<file path="src/include/tass_pkg.sv">
// Constants, state encoding and bit layout of the touch converter sequencer.
// Assumes every count below is in bit-clock edges seen by the mclk domain.
// Contract
// - Select 00: finish the conversion, then power down, pen interrupt enabled.
// - Next conversion starts at full power at once, first result valid.
// - Select 00 powered down: negative-Y driver switch stays closed.
// - Select 01: like 00, pen interrupt disabled, negative-Y switch open.
// - Select 10: permanently full power, pen interrupt enabled.
// - Select 11: permanently full power, pen interrupt disabled.
// - Power up on 4th falling edge after start, down on 20th.
// - Bit clock is both conversion and transfer clock; 24 clocks per cycle.
// - Chip select falling takes busy and data output out of tri-state.
// - Control word sampled on the first eight rising bit-clock edges.
// - Word updated bit by bit; acquisition starts once channel is known.
// - After three acquisition cycles latch power-down bits, start converting.
// - Conversion start: hold input, busy high until next falling edge.
// - Ratiometric reference keeps driver switches closed during the conversion.
// - Data output is driven low while the control bits are written; an earlier result still shifts out under an overlapping word.
// - MSB out on ninth falling edge; 9 zeros, 12 bits, 3 zeros.
// - Word written and conversion started only after a start flag.
// - Chip select rising: tri-state outputs, ignore input, abort conversion.
// - With chip select low, keep watching for the next start flag.
// - 12-bit mode: new start ignored until seven clocks after the word.
// - 8-bit mode: new start ignored until three clocks after the word.
// - Next control word accepted while the current conversion still runs.
// - First high serial bit is the start flag; input ignored before it.
// - Word layout: start 7, channel 6..4, resolution 3, reference 2, power 1..0.
// - Resolution bit 0 gives 12-bit conversion, 1 gives 8-bit.
// - Reference bit 1 single-ended, 0 ratiometric.
package tass_pkg;

  typedef enum logic [1:0] {
    tass_idle,
    tass_write,
    tass_acquire,
    tass_convert
  } tass_phase_e;

  // Control word field positions
  localparam int CW_START = 7;
  localparam int CW_CHAN_HI = 6;
  localparam int CW_CHAN_LO = 4;
  localparam int CW_MODE = 3;
  localparam int CW_REF = 2;

  // Rising-edge counts from the start flag (start flag is edge 1)
  localparam logic [4:0] RISE_CHAN = 5'h04;
  localparam logic [4:0] RISE_MODE = 5'h05;
  localparam logic [4:0] RISE_REF = 5'h06;
  localparam logic [4:0] RISE_WORD = 5'h08;
  localparam logic [4:0] GUARD_12 = 5'h07;
  localparam logic [4:0] GUARD_8 = 5'h03;
  localparam logic [4:0] CNT_SAT = 5'h1F;

  // Falling-edge counts from the start flag
  localparam logic [4:0] FALL_PWR_UP = 5'h04;
  localparam logic [4:0] FALL_HOLD = 5'h08;

  // Result lengths
  localparam logic [3:0] NBITS_12 = 4'hC;
  localparam logic [3:0] NBITS_8 = 4'h8;

  // Values after reset, and power select 11
  localparam logic [1:0] PD_RESET = 2'h0;
  localparam logic [1:0] PD_ALWAYS_ON = 2'h3;
  localparam logic CS_N_RESET = 1'b1;

endpackage

</file>
<file path="src/include/tass_sync_if.sv">
// Carrier between the pin synchroniser and the sequencer.
// Assumes both ends run on mclk; all signals are already synchronised.
interface tass_sync_if;
  logic cs_n_q;
  logic din_q;
  logic clk_rise;
  logic clk_fall;

  modport src (
    output cs_n_q,
    output din_q,
    output clk_rise,
    output clk_fall
  );

  modport dst (
    input cs_n_q,
    input din_q,
    input clk_rise,
    input clk_fall
  );
endinterface

</file>
<file path="src/rtl/tass_pin_sync.sv">
// Two-flop synchronisers for chip select, bit clock and serial input,
// plus edge detection of the bit clock in the mclk domain.
// Assumes mclk runs well above twice the bit-clock rate.
module tass_pin_sync (
  input wire logic mclk,
  input wire logic reset_n,
  input wire logic clk_en,
  input wire logic cs_n,
  input wire logic bit_clock,
  input wire logic serial_in,
  tass_sync_if.src sif
);

  typedef struct packed {
    logic cs_m;
    logic cs_q;
    logic ck_m;
    logic ck_q;
    logic ck_d;
    logic din_m;
    logic din_q;
  } tass_sync_s;

  tass_sync_s s;
  tass_sync_s next_s;

  // First stages feed only the second stages
  always_comb begin
    next_s = s;
    next_s.cs_m = cs_n;
    next_s.cs_q = s.cs_m;
    next_s.ck_m = bit_clock;
    next_s.ck_q = s.ck_m;
    next_s.ck_d = s.ck_q;
    next_s.din_m = serial_in;
    next_s.din_q = s.din_m;
  end

  // Deselected after reset so nothing is driven
  always_ff @(posedge mclk or negedge reset_n) begin
    if (!reset_n) begin
      s <= '0;
      s.cs_m <= tass_pkg::CS_N_RESET;
      s.cs_q <= tass_pkg::CS_N_RESET;
    end else if (clk_en) begin
      s <= next_s;
    end
  end

  // Edge pulses last one mclk cycle
  assign sif.cs_n_q = s.cs_q;
  assign sif.din_q = s.din_q;
  assign sif.clk_rise = s.ck_q & ~s.ck_d;
  assign sif.clk_fall = ~s.ck_q & s.ck_d;

endmodule

</file>
<file path="src/rtl/tass_seq.sv">
// Serial command and conversion sequencer of the touch converter.
// Assumes the host bit clock is far slower than mclk; result bits come
// from the converter core on result_data, steady from hold onward.
module tass_seq (
  input wire logic mclk,
  input wire logic reset_n,
  input wire logic clk_en,
  input wire logic cs_n,
  input wire logic bit_clock,
  input wire logic serial_in,
  input wire logic [11:0] result_data,
  output logic serial_out,
  output logic serial_out_oe,
  output logic busy,
  output logic busy_oe,
  output logic [2:0] channel_select,
  output logic reference_select,
  output logic resolution_8bit,
  output logic power_down_select_high,
  output logic power_down_select_low,
  output logic powered_up,
  output logic track_hold,
  output logic driver_switches_on,
  output logic neg_y_switch_on,
  output logic pen_irq_enable
);

  typedef struct packed {
    tass_pkg::tass_phase_e ph;
    logic [4:0] rcnt;
    logic [4:0] fcnt;
    logic [7:0] cw;
    logic [2:0] chan;
    logic mode;
    logic refsel;
    logic [1:0] pd;
    logic [11:0] sr;
    logic [3:0] cc;
    logic dout;
    logic busy;
    logic hold;
    logic pwr;
    logic pen_en;
    logic drv;
  } tass_state_s;

  tass_state_s s;
  tass_state_s next_s;
  tass_sync_if sif ();

  tass_pin_sync u_sync (
    .mclk(mclk),
    .reset_n(reset_n),
    .clk_en(clk_en),
    .cs_n(cs_n),
    .bit_clock(bit_clock),
    .serial_in(serial_in),
    .sif(sif)
  );

  logic in_word;
  logic armed;
  logic [4:0] guard_end;
  logic [7:0] cw_shift;
  logic [4:0] rcnt_inc;
  logic [4:0] fcnt_inc;

  // Helpers shared by the next-state logic and the checks
  // Start guard depends on the newest resolution bit
  assign guard_end = s.mode ? tass_pkg::RISE_WORD + tass_pkg::GUARD_8
                            : tass_pkg::RISE_WORD + tass_pkg::GUARD_12;
  assign in_word = (s.ph == tass_pkg::tass_write) ||
                   (s.ph == tass_pkg::tass_acquire);
  // Armed when idle or past the guard of the last word
  assign armed = (s.ph == tass_pkg::tass_idle) || (s.rcnt >= guard_end);
  assign cw_shift = {s.cw[6:0], sif.din_q};
  assign rcnt_inc = (s.rcnt == tass_pkg::CNT_SAT) ? s.rcnt : s.rcnt + 5'h01;
  assign fcnt_inc = (s.fcnt == tass_pkg::CNT_SAT) ? s.fcnt : s.fcnt + 5'h01;

  // Sequencer next state
  always_comb begin
    next_s = s;
    if (sif.cs_n_q) begin
      next_s.ph = tass_pkg::tass_idle;
      next_s.rcnt = tass_pkg::CNT_SAT;
      next_s.fcnt = tass_pkg::CNT_SAT;
      next_s.cc = '0;
      next_s.busy = 1'b0;
      next_s.hold = 1'b0;
      next_s.dout = 1'b0;
      next_s.drv = 1'b0;
      next_s.pwr = s.pd[1];
      next_s.pen_en = ~s.pd[0];
    end else if (sif.clk_rise) begin
      if (armed && sif.din_q) begin
        // Start flag opens a new control word
        next_s.ph = tass_pkg::tass_write;
        next_s.rcnt = 5'h01;
        next_s.fcnt = 5'h00;
        next_s.cw = 8'h01;
        next_s.pen_en = 1'b0;
      end else if (s.ph != tass_pkg::tass_idle) begin
        next_s.rcnt = rcnt_inc;
        // Control bits sampled on rising edges, MSB first
        if (s.rcnt < tass_pkg::RISE_WORD) begin
          next_s.cw = cw_shift;
        end
        case (rcnt_inc)
          tass_pkg::RISE_CHAN: begin
            next_s.chan = cw_shift[2:0];
            next_s.ph = tass_pkg::tass_acquire;
            next_s.drv = 1'b1;
          end
          tass_pkg::RISE_MODE: begin
            next_s.mode = cw_shift[0];
          end
          tass_pkg::RISE_REF: begin
            next_s.refsel = cw_shift[0];
          end
          tass_pkg::RISE_WORD: begin
            // Power bits latched once the word is complete
            if (s.ph == tass_pkg::tass_acquire) begin
              next_s.pd = cw_shift[1:0];
            end
          end
          default: begin
          end
        endcase
      end
    end else if (sif.clk_fall) begin
      // Falling edges pace conversion and output
      next_s.fcnt = fcnt_inc;
      next_s.busy = 1'b0;
      // Full power on the 4th falling edge, no extra delay
      if (in_word && fcnt_inc == tass_pkg::FALL_PWR_UP) begin
        next_s.pwr = 1'b1;
      end
      if (s.ph == tass_pkg::tass_acquire &&
          fcnt_inc == tass_pkg::FALL_HOLD) begin
        // Hold the input, busy for one bit-clock cycle
        next_s.ph = tass_pkg::tass_convert;
        next_s.hold = 1'b1;
        next_s.busy = 1'b1;
        next_s.sr = result_data;
        next_s.dout = 1'b0;
        next_s.cc = s.mode ? tass_pkg::NBITS_8 : tass_pkg::NBITS_12;
        // Single-ended may release drivers, ratiometric not
        if (s.refsel && s.pd != tass_pkg::PD_ALWAYS_ON) begin
          next_s.drv = 1'b0;
        end
      end else if (s.cc != 4'h0) begin
        // Result MSB first; runs on under a new word
        next_s.dout = s.sr[11];
        next_s.sr = {s.sr[10:0], 1'b0};
        next_s.cc = s.cc - 4'h1;
        if (s.cc == 4'h1) begin
          // End of conversion: power per select
          next_s.hold = 1'b0;
          next_s.pwr = s.pd[1] ||
                       (in_word && fcnt_inc >= tass_pkg::FALL_PWR_UP);
          if (s.pd != tass_pkg::PD_ALWAYS_ON && !in_word) begin
            next_s.drv = 1'b0;
          end
          // Pen interrupt enable restored from select
          next_s.pen_en = ~s.pd[0] & ~in_word;
          if (s.ph == tass_pkg::tass_convert) begin
            next_s.ph = tass_pkg::tass_idle;
          end
        end
      end else begin
        // Zeros while writing and after the last bit
        next_s.dout = 1'b0;
      end
    end
  end

  // State register; clk_en low freezes everything
  always_ff @(posedge mclk or negedge reset_n) begin
    if (!reset_n) begin
      s <= '0;
      s.ph <= tass_pkg::tass_idle;
      s.rcnt <= tass_pkg::CNT_SAT;
      s.fcnt <= tass_pkg::CNT_SAT;
      s.pd <= tass_pkg::PD_RESET;
      s.pen_en <= 1'b1;
    end else if (clk_en) begin
      s <= next_s;
    end
  end

  // Outputs; tri-state enables follow the synchronised chip select
  // Drive only while selected
  assign serial_out_oe = ~sif.cs_n_q;
  assign busy_oe = ~sif.cs_n_q;
  assign serial_out = s.dout;
  assign busy = s.busy;
  assign channel_select = s.chan;
  assign reference_select = s.refsel;
  assign resolution_8bit = s.mode;
  assign power_down_select_high = s.pd[1];
  assign power_down_select_low = s.pd[0];
  assign powered_up = s.pwr;
  assign track_hold = s.hold;
  assign driver_switches_on = s.drv;
  // Negative-Y switch closed only when powered down with 00
  assign neg_y_switch_on = ~s.pwr & (s.pd == tass_pkg::PD_RESET);
  assign pen_irq_enable = s.pen_en;
endmodule

</file>
<file path="config.mk">
export PLATFORM = sky130hd
export DESIGN_NAME = tass_seq
export DESIGN_NICKNAME = d
export VERILOG_FILES = /design/src/include/tass_pkg.sv /design/src/include/tass_sync_if.sv /design/src/rtl/tass_pin_sync.sv /design/src/rtl/tass_seq.sv
export SDC_FILE = /design/constraint.sdc
export NUM_CORES = 1
export LEC_CHECK = 0
export ABC_AREA = 1
export BUFFER_PORTS_ARGS = -buffer_cell sky130_fd_sc_hd__buf_4
export CAP_MARGIN = 25
export CORE_MARGIN = 2
export CORE_UTILIZATION = 35
export CTS_BUF_LIST = sky130_fd_sc_hd__clkbuf_8
export DETAILED_ROUTE_END_ITERATION = 7
export GPL_ROUTABILITY_DRIVEN = 0
export PLACE_DENSITY = 0.62
export SETUP_SLACK_MARGIN = 0.4
export SYNTH_ARGS = -nofsm -noshare
export SYNTH_HDL_FRONTEND = slang
export SYNTH_HIERARCHICAL = 1
export SYNTH_SLANG_ARGS = --single-unit
export TNS_END_PERCENT = 10
</file>
<file path="constraint.sdc">
create_clock -name mclk -period 2.44 [get_ports mclk]
set_clock_uncertainty 0.1 [all_clocks]
set_input_delay 0.122 -clock mclk [delete_from_list [all_inputs] [get_ports mclk]]
set_output_delay 0.122 -clock mclk [all_outputs]
set_load 0.01 [all_outputs]
</file>
==> implementation parameters, run 1 <==
Parameter                              Value

Status
  Status    complete, no violations

Cells and area
  Core utilization of the finished layout    0.4648
  Signed area change from the synthesized netlist to the final layout    29.93%
  Area used by sequential logic in the layout    about 1300 um^2
  Antenna diode instance count    0
  Number of filler instances in the final layout    842
  Final #Nets    500
  Fraction of final layout cells with drive strength greater than 1    0.2845
  Area taken by multi-input logic gates    1752 um^2
  Final non-filler cell total    579

Routing
  Detail-routed net length per standard cell    13.54 um
  DR DRC count    0
  Total wirelength of the detailed-routed design    7841 um
  Drt pass-1 iters    4
  Detailed router's first-iteration violation count    about 160
  Avg Vias per Cell    4.990
  Total number of vias    2889
  Remaining antenna violation count    0

Synth
  Net Count, Synth    around 440
  Yosys Warn Count    6
  Cell accounting for the most synthesized area    sky130_fd_sc_hd__dfrtp_1
  Distinct cells, synth    38
  Dominant combinational cell family by area after synthesis    simple AND/OR/NAND/NOR gates
  Gate count of the mapped netlist    between 400 and 500
  Biggest area contributors in the synthesized netlist    sky130_fd_sc_hd__dfrtp_1, sky130_fd_sc_hd__nand2_1, sky130_fd_sc_hd__dfstp_2, sky130_fd_sc_hd__nor2_1, sky130_fd_sc_hd__inv_1
  Leading post-synthesis cells by instance count    sky130_fd_sc_hd__nand2_1, sky130_fd_sc_hd__nor2_1, sky130_fd_sc_hd__inv_1, sky130_fd_sc_hd__dfrtp_1
  Post-Synth Adder-Cell Area    0.04860
  Ys flop type    sky130_fd_sc_hd__dfrtp_1
  Count of flip-flops with a built-in enable after synthesis    0
  Most frequently used cell type in the post-synthesis netlist    sky130_fd_sc_hd__nand2_1
  Post-synthesis sequential area ratio    0.4103
  XOR/XNOR share of the synthesized area    0.008505
  Complex-gate fraction of the synthesized area    0.1296
  Register bit total from synthesis    50
  Async set-or-reset flop fraction in the synthesized netlist    1.000
  Mux contribution to synthesized area    0
  Avg Inst Size Synth    7.628 um^2
  Area share of the largest cell type after synthesis    0.2997
  Cell area after technology mapping    ~3100 um^2
  Area share of and/or/nand/nor cells after synthesis    0.3192

Pwr
  Clock share of power    0.170
  Switching portion of total power    0.4304
  Peak supply drop    0.3910 mV
  Int Pwr    2.052 mW
  Power per standard cell area    897.6 nW/um^2
  Reg power frac    0.347
  Portion of total power attributed to combinational logic    0.483
  Leakage component of the power    1.926 nW
  Reported net switching power    1.551 mW

Worst hold path
  Min-Delay Path Class    in2reg

Floorplan
  Row cnt    34
  Initial core utilization    0.3577
  I/O pins    34
  Placeable Area    8636 um^2
  Die Y-Extent    97.95 um
  Die Width    97.95 um
  Total die area    around 9600 um^2

GRT
  Number of global-route vias before repair    2771
  Overflow left after global routing    0
  Pin count of the biggest net entering global routing    51
  Antenna violations before repair    0
  First-pass GRT wire length    12990 um
  Global Route Usage Sum    0.1623

Run
  Total of max-cap violations    0

STA
  Number of hold violations in the final report    0
  Slew at the pin closest to its max-slew limit    0.6541 ns
  Minimum clock period after layout    approximately 2.1 ns
  Achievable frequency    480.7 MHz
  Worst-case headroom to the max-slew limit    0.5639
  Total of endpoints with negative setup slack in the final report    0
  Final period utilization    0.8525
  Setup repair after global routing missed its margin    yes
  Max Slew Vio Count    0
  Setup slack of the critical path after layout    0.3598 ns
  TNS Setup    0 ns

Clock network
  Number of clock sinks    50
  Clock Root Buffer    sky130_fd_sc_hd__clkbuf_8
  CTS tree    yes
  Buffers from clock root to sink, at most    2
  Clock Latency Late Sink    0.31 ns
  Deepest level of the CTS H-tree    2
  CTS Buf Count    5
  Clock input transition at the sequential cells of the worst setup and hold paths    about 0.1 ns

Setup path
  Ordered list of cells on the worst path    ha_4 > nand3_4 > nor2_4 > nand2_1 > nand2_1 > nand2_2 > nor2_8 > buf_12 > buf_16 > nor2_1 > o31ai_2
  Critical path peak fanout    6
  Slowest cell on the critical path    sky130_fd_sc_hd__dfstp_2
  Startpoint class of the critical path    flip-flop
  Sort of element at the end of the critical path    flip-flop
  CP required    2.57 ns
  Crit path largest cell delay    0.57 ns
  Crit path arrival time    2.21 ns
  Crit Path Category    reg2reg
  Cell mode on critical path    sky130_fd_sc_hd__nand2_1
  Buffers and inverters on the worst path    2
  Kind of cell adding the most delay to the critical path    simple AND/OR/NAND/NOR gates

Placed design
  # placed instances    543
  Worst slack, placed    0.02866 ns
  Count of input and output buffers    33
  Detailed placement HPWL    5257 um
worst paths after layout:
kind | start | to | slack, ns | cells past startpoint
hold / removal | result_data[8] | s[18]$_DFFE_PN0P_ | 0.04 | 3
max in group asynchronous | reset_n | powered_up$_DFFE_PN0P_ | 1.53 | 2
setup / recovery | s[37]$_DFFE_PN1P_ | s[20]$_DFFE_PN0P_ | 0.36 | 11
hold reg to reg | u_sync/next_s[5]$_DFFE_PN1P_ | u_sync/sif.cs_n_q$_DFFE_PN1P_ | 0.36 | 2
setup reg to reg | s[37]$_DFFE_PN1P_ | s[20]$_DFFE_PN0P_ | 0.36 | 11
min in group asynchronous | reset_n | channel_select[0]$_DFFE_PN0P_ | 0.26 | 2
per-layer routing:
metal / vias to the layer above / global-route usage / part of all wire
met4: 0 / 0.03098 / 0.0048
met3: 6 / 0.03150 / 0.059
met2: 71 / 0.2571 / 0.46
li1: 1445 / - / -
met1: 1367 / 0.2334 / 0.47
met5: - / 0 / 0
power groups by stage:
stage                     clock (mW)  sequential, mW  combinational (mW)
after global placement             0            1.27                1.36
after global routing           0.665            1.28                1.95
after CTS                      0.624            1.25                1.60
after detailed placement           0            1.28                1.38
final                          0.614            1.25                1.74
after floorplan                    0            1.23                1.05
state kept, by name, indices dropped and copies added, names as in the netlist, 2 cells and up:
signal,flops
channel_select,3
cw_shift,2
s,28
u_sync/next_s,4
repair_timing:
item / 4_1_cts / 5_1_grt
hold buffers: 9 / 0
hold endpoints to repair: 45 / 0
pin swaps: 9 / 19
cloned: 3 / 1
setup buffers: 9 / 6
gates resized for setup: 22 / 23
endpoints found under the setup margin: 31 / 37
cell usage in the layout (no fill, tap or decap), drive strengths merged, types with 12 or more instances in the layout:
cell and n:
dfrtp 37, inv 48, buf 56, nand2 122, o21ai 35, nor2 61, ha 12, nand3 26
o31ai 12, dfstp 13
area by class of cell:
| cell class | instances | share of cell area |
|---|---|---|
| clock inverter | 3 | 0.01091 |
| multi-input combinational | 300 | 0.4364 |
| inverter | 48 | 0.04613 |
| clock buffer | 5 | 0.01714 |
| sequential | 50 | 0.3158 |
| tap | 108 | 0.03367 |
| timing repair buffer | 65 | 0.1400 |
cells by family (layout without fill, tap and decap cells):
logic type / count (synthesis) / after routing
AOI/OAI and AO/OA: 60 / 60
xor gates and xnor gates: 3 / 3
adders and majority gates: 12 / 12
buffers and inverters: 58 / 121
DFF: 50 / 50
and+or+nand+nor: 222 / 225
metrics by stage:
| stage | hold slack, ns | area (um^2) | power [mW] |
|---|---|---|---|
| after floorplan | -0.2736 | 3089 | 2.282 |
| after global placement | 0.09544 | 3447 | 2.629 |
| after detailed placement | 0.09868 | 3447 | 2.664 |
| after CTS | 0.02767 | 3854 | 3.467 |
| after global routing | 0.04294 | 4014 | 3.891 |
| final | 0.03839 | 4014 | 3.603 |
worst min-delay path: cells and delay by family:
kind            cells  cell delay, ns
buf+inv             1            0.10
simple gates        1            0.12
compound gates      1            0.07
(Power assumes the default switching activity.)
==> inputs of run 2 (changes only) <==
--- a/config.mk
+++ b/config.mk
@@ -9,14 +9,13 @@
 export BUFFER_PORTS_ARGS = -buffer_cell sky130_fd_sc_hd__buf_4
 export CAP_MARGIN = 25
 export CORE_MARGIN = 2
-export CORE_UTILIZATION = 35
+export CORE_UTILIZATION = 45
 export CTS_BUF_LIST = sky130_fd_sc_hd__clkbuf_8
 export DETAILED_ROUTE_END_ITERATION = 7
 export GPL_ROUTABILITY_DRIVEN = 0
-export PLACE_DENSITY = 0.62
+export PLACE_DENSITY = 0.74
 export SETUP_SLACK_MARGIN = 0.4
 export SYNTH_ARGS = -nofsm -noshare
 export SYNTH_HDL_FRONTEND = slang
-export SYNTH_HIERARCHICAL = 1
 export SYNTH_SLANG_ARGS = --single-unit
 export TNS_END_PERCENT = 10
==> implementation parameters, run 2 <==
Parameter                              Value

Clock network
  Buffers from clock root to sink, at most    2 (unchanged)
  Clock input transition at the sequential cells of the worst setup and hold paths    0.09 ns (about the same)
  CTS tree    yes
  Deepest level of the CTS H-tree    2 (unchanged)
  CTS Buf Count    5 (unchanged)
  Clock Root Buffer    sky130_fd_sc_hd__clkbuf_8
  Clock Latency Late Sink    0.30 ns (about the same)
  Number of clock sinks    50 (unchanged)

Setup path
  Startpoint class of the critical path    flip-flop
  Ordered list of cells on the worst path    ha_4 > nand4_4 > nand2_1 > nand2_1 > nor2_2 > nand2_2 > buf_12 > nand3_2 > nand2_2 > nor2_4 > nand2_1 > nand2_1 > nand2_1
  Crit path arrival time    2.15 ns (-0.06 ns)
  Crit Path Category    reg2reg
  Slowest cell on the critical path    sky130_fd_sc_hd__dfstp_2
  Crit path largest cell delay    0.58 ns (about the same)
  Cell mode on critical path    sky130_fd_sc_hd__nand2_1
  Length in cells of the worst reg-to-reg path    13 (+2)
  CP required    2.54 ns (-0.03 ns)
  Sort of element at the end of the critical path    flip-flop
  Critical path peak fanout    9 (+3)

STA
  Max Slew Vio Count    0 (unchanged)
  Final period utilization    0.8431 (-0.009420)
  Worst-case headroom to the max-slew limit    0.5870 (+0.02307)
  Slew at the pin closest to its max-slew limit    0.6195 ns (-0.03460 ns)
  TNS Setup    0 ns (unchanged)
  Minimum clock period after layout    2.057 ns (-0.02299 ns)
  Number of hold violations in the final report    0 (unchanged)
  Setup repair after global routing missed its margin    yes
  Achievable frequency    486.1 MHz (+1.1%)
  Total of endpoints with negative setup slack in the final report    0 (unchanged)

GRT
  Number of global-route vias before repair    2494 (-10%)
  Pin count of the biggest net entering global routing    51 (unchanged)
  Global Route Usage Sum    0.2018 (+0.03945)
  First-pass GRT wire length    11700 um (-10%)
  Antenna violations before repair    0 (unchanged)
  Overflow left after global routing    0 (unchanged)

Synth
  Register bit total from synthesis    50 (unchanged)
  Async set-or-reset flop fraction in the synthesized netlist    1.000 (unchanged)
  Yosys Warn Count    0 (-6)
  Most frequently used cell type in the post-synthesis netlist    sky130_fd_sc_hd__nand2_1
  Avg Inst Size Synth    7.621 um^2 (about the same)
  Area share of the largest cell type after synthesis    0.3148 (+0.01504)
  Leading post-synthesis cells by instance count    sky130_fd_sc_hd__nand2_1, sky130_fd_sc_hd__inv_1, sky130_fd_sc_hd__nor2_1, sky130_fd_sc_hd__dfrtp_1, sky130_fd_sc_hd__o21ai_0
  Cell area after technology mapping    2942 um^2 (-4.8%)
  Cell accounting for the most synthesized area    sky130_fd_sc_hd__dfrtp_1
  Gate count of the mapped netlist    386 (-4.7%)
  Net Count, Synth    416 (-4.4%)
  Ys flop type    sky130_fd_sc_hd__dfrtp_1
  Biggest area contributors in the synthesized netlist    sky130_fd_sc_hd__dfrtp_1, sky130_fd_sc_hd__nand2_1, sky130_fd_sc_hd__dfstp_2, sky130_fd_sc_hd__inv_1, sky130_fd_sc_hd__ha_1
  Distinct cells, synth    32 (-16%)
  Post-synthesis sequential area ratio    0.4309 (+0.02059)
  Count of flip-flops with a built-in enable after synthesis    0 (unchanged)

Cells and area
  Commonest cells after routing, fill and taps aside    sky130_fd_sc_hd__nand2_1, sky130_fd_sc_hd__buf_4, sky130_fd_sc_hd__inv_1
  Final #Nets    473 (-5.4%)
  Core utilization of the finished layout    0.5722 (+0.1074)
  Area taken by multi-input logic gates    1485 um^2 (-15%)
  Area used by sequential logic in the layout    1267 um^2 (unchanged)
  Signed area change from the synthesized netlist to the final layout    23.52%
  Largest register FFs    28 (unchanged)
  Register with the highest flop count    s
  Number of filler instances in the final layout    540 (-36%)
  Commonest non-fill, non-tap cell in the layout    sky130_fd_sc_hd__nand2_1
  Antenna diode instance count    0 (unchanged)
  Fraction of final layout cells with drive strength greater than 1    0.2190 (-0.06554)

Floorplan
  Total die area    7200 um^2 (-25%)
  Die Y-Extent    84.85 um (-13%)
  Die Width    84.85 um (-13%)
  Initial core utilization    0.4633 (+0.1055)
  Row cnt    29 (-15%)
  Placeable Area    6350 um^2 (-26%)
  I/O pins    34 (unchanged)

Pwr
  Peak supply drop    0.6483 mV (+66%)
  Leakage component of the power    1.766 nW (-8.3%)
  Power per standard cell area    969.5 nW/um^2 (+8.0%)

Status
  Status    complete, no violations

Routing
  Avg Vias per Cell    5.152 (+3.3%)
  Total wirelength of the detailed-routed design    6797 um (-13%)
  Remaining antenna violation count    0 (unchanged)
  Detail-routed net length per standard cell    13.07 um (-3.5%)
  Detailed router's first-iteration violation count    189 (+22%)
  Total number of vias    2679 (-7.3%)
  DR DRC count    0 (unchanged)
  Drt pass-1 iters    6 (+2)

Placed design
  Count of input and output buffers    33 (unchanged)
  Detailed placement HPWL    4819 um (-8.3%)

Run
  Total of max-cap violations    0 (unchanged)

Worst hold path
  Min-Delay Path Class    in2async
==> run 2: cell count changes in the layout (fill, tap and decap cells not counted), moves of 7 or more <==
cell and delta:
sky130_fd_sc_hd__o31ai_2 -11, sky130_fd_sc_hd__dlygate4sd3_1 +9, sky130_fd_sc_hd__nor2_1 -13, sky130_fd_sc_hd__a31oi_1 +12, sky130_fd_sc_hd__o21ai_1 -12, sky130_fd_sc_hd__buf_4 -7, sky130_fd_sc_hd__o21ai_0 +8
==> run 2: stage by stage <==
stage,std cells,area (um^2),total power [mW],hold slack [ns],worst slack [ns]
finish,520,3633,3.523,0.2733,0.3828
global route,520,3633,3.846,0.3392,0.2616
CTS,518,3571,3.409,0.2971,0.3864
detailed placement,488,3231,2.826,0.08595,0.2376
global placement,488,3231,2.776,0.07869,0.3003
floorplan,386,2942,2.424,-0.2736,0.5123
==> run 2: cell type report <==
class / count / share of cell area
clock inverters: 2 / 0.002755
clock buffers: 5 / 0.01894
inverters: 46 / 0.04821
multi-input cells: 277 / 0.4087
repair buffers: 63 / 0.1460
well taps: 77 / 0.02652
flip-flops and latches: 50 / 0.3488
==> run 2: repair_timing <==
action | CTS | global route
pin swaps | 1 | 4
setup endpoints to repair | 24 | 36
buffers inserted | 5 | 2
hold buffers | 18 | 0
gates resized for setup | 11 | 12
endpoints found under the hold margin | 53 | 0
==> run 2: power by group <==
group          switching [mW]  total (mW)  internal, mW  leakage [nW]
combinational           0.919        1.63         0.709          1.11
clock                   0.270       0.463         0.193        0.0438
sequential              0.266        1.43          1.17         0.608
total                    1.45        3.52          2.07          1.77
==> run 2: path summary, 6_finish.rpt <==
path                                               from                        endpoint  slack, ns
max reg2reg                           s[37]$_DFFE_PN1P_               s[48]$_DFFE_PN0P_       0.38
max                                   s[37]$_DFFE_PN1P_               s[48]$_DFFE_PN0P_       0.38
max in group asynchronous                       reset_n  driver_switches_on$_DFFE_PN0P_       1.55
min                                             reset_n   channel_select[2]$_DFFE_PN0P_       0.27
min reg2reg                u_sync.next_s[0]$_DFFE_PN0P_    u_sync.next_s[0]$_DFFE_PN0P_       0.38
min in group mclk          u_sync.next_s[0]$_DFFE_PN0P_    u_sync.next_s[0]$_DFFE_PN0P_       0.38
==> run 2: cell families (layout without fill, tap and decap cells) <==
kind of cell	after synthesis	after routing	share of synthesized area
AO/OA/AOI/OAI	58	58	0.1102
XOR/XNOR	3	3	0.008934
adder cells (fa/ha/maj)	12	12	0.05104
buffers and inverters	59	116	0.09017
flip-flops	50	50	0.4309
AND/OR/NAND/NOR	204	204	0.3088
==> run 2: worst max-delay path: cells and delay by family (launching register included) <==
kind / cells / cell delay (ns)
adders and majority gates: 1 / 0.18
buffers and inverters: 1 / 0.15
DFF: 1 / 0.58
and+or+nand+nor: 11 / 0.95
==> run 2: routing by layer <==
layer	routed length, um	GRT usage	share of wire
met1	3129	0.2853	0.46
met2	3230	0.3150	0.48
met3	290	0.02724	0.043
met4	148	0.08369	0.022
met5	0	0	0
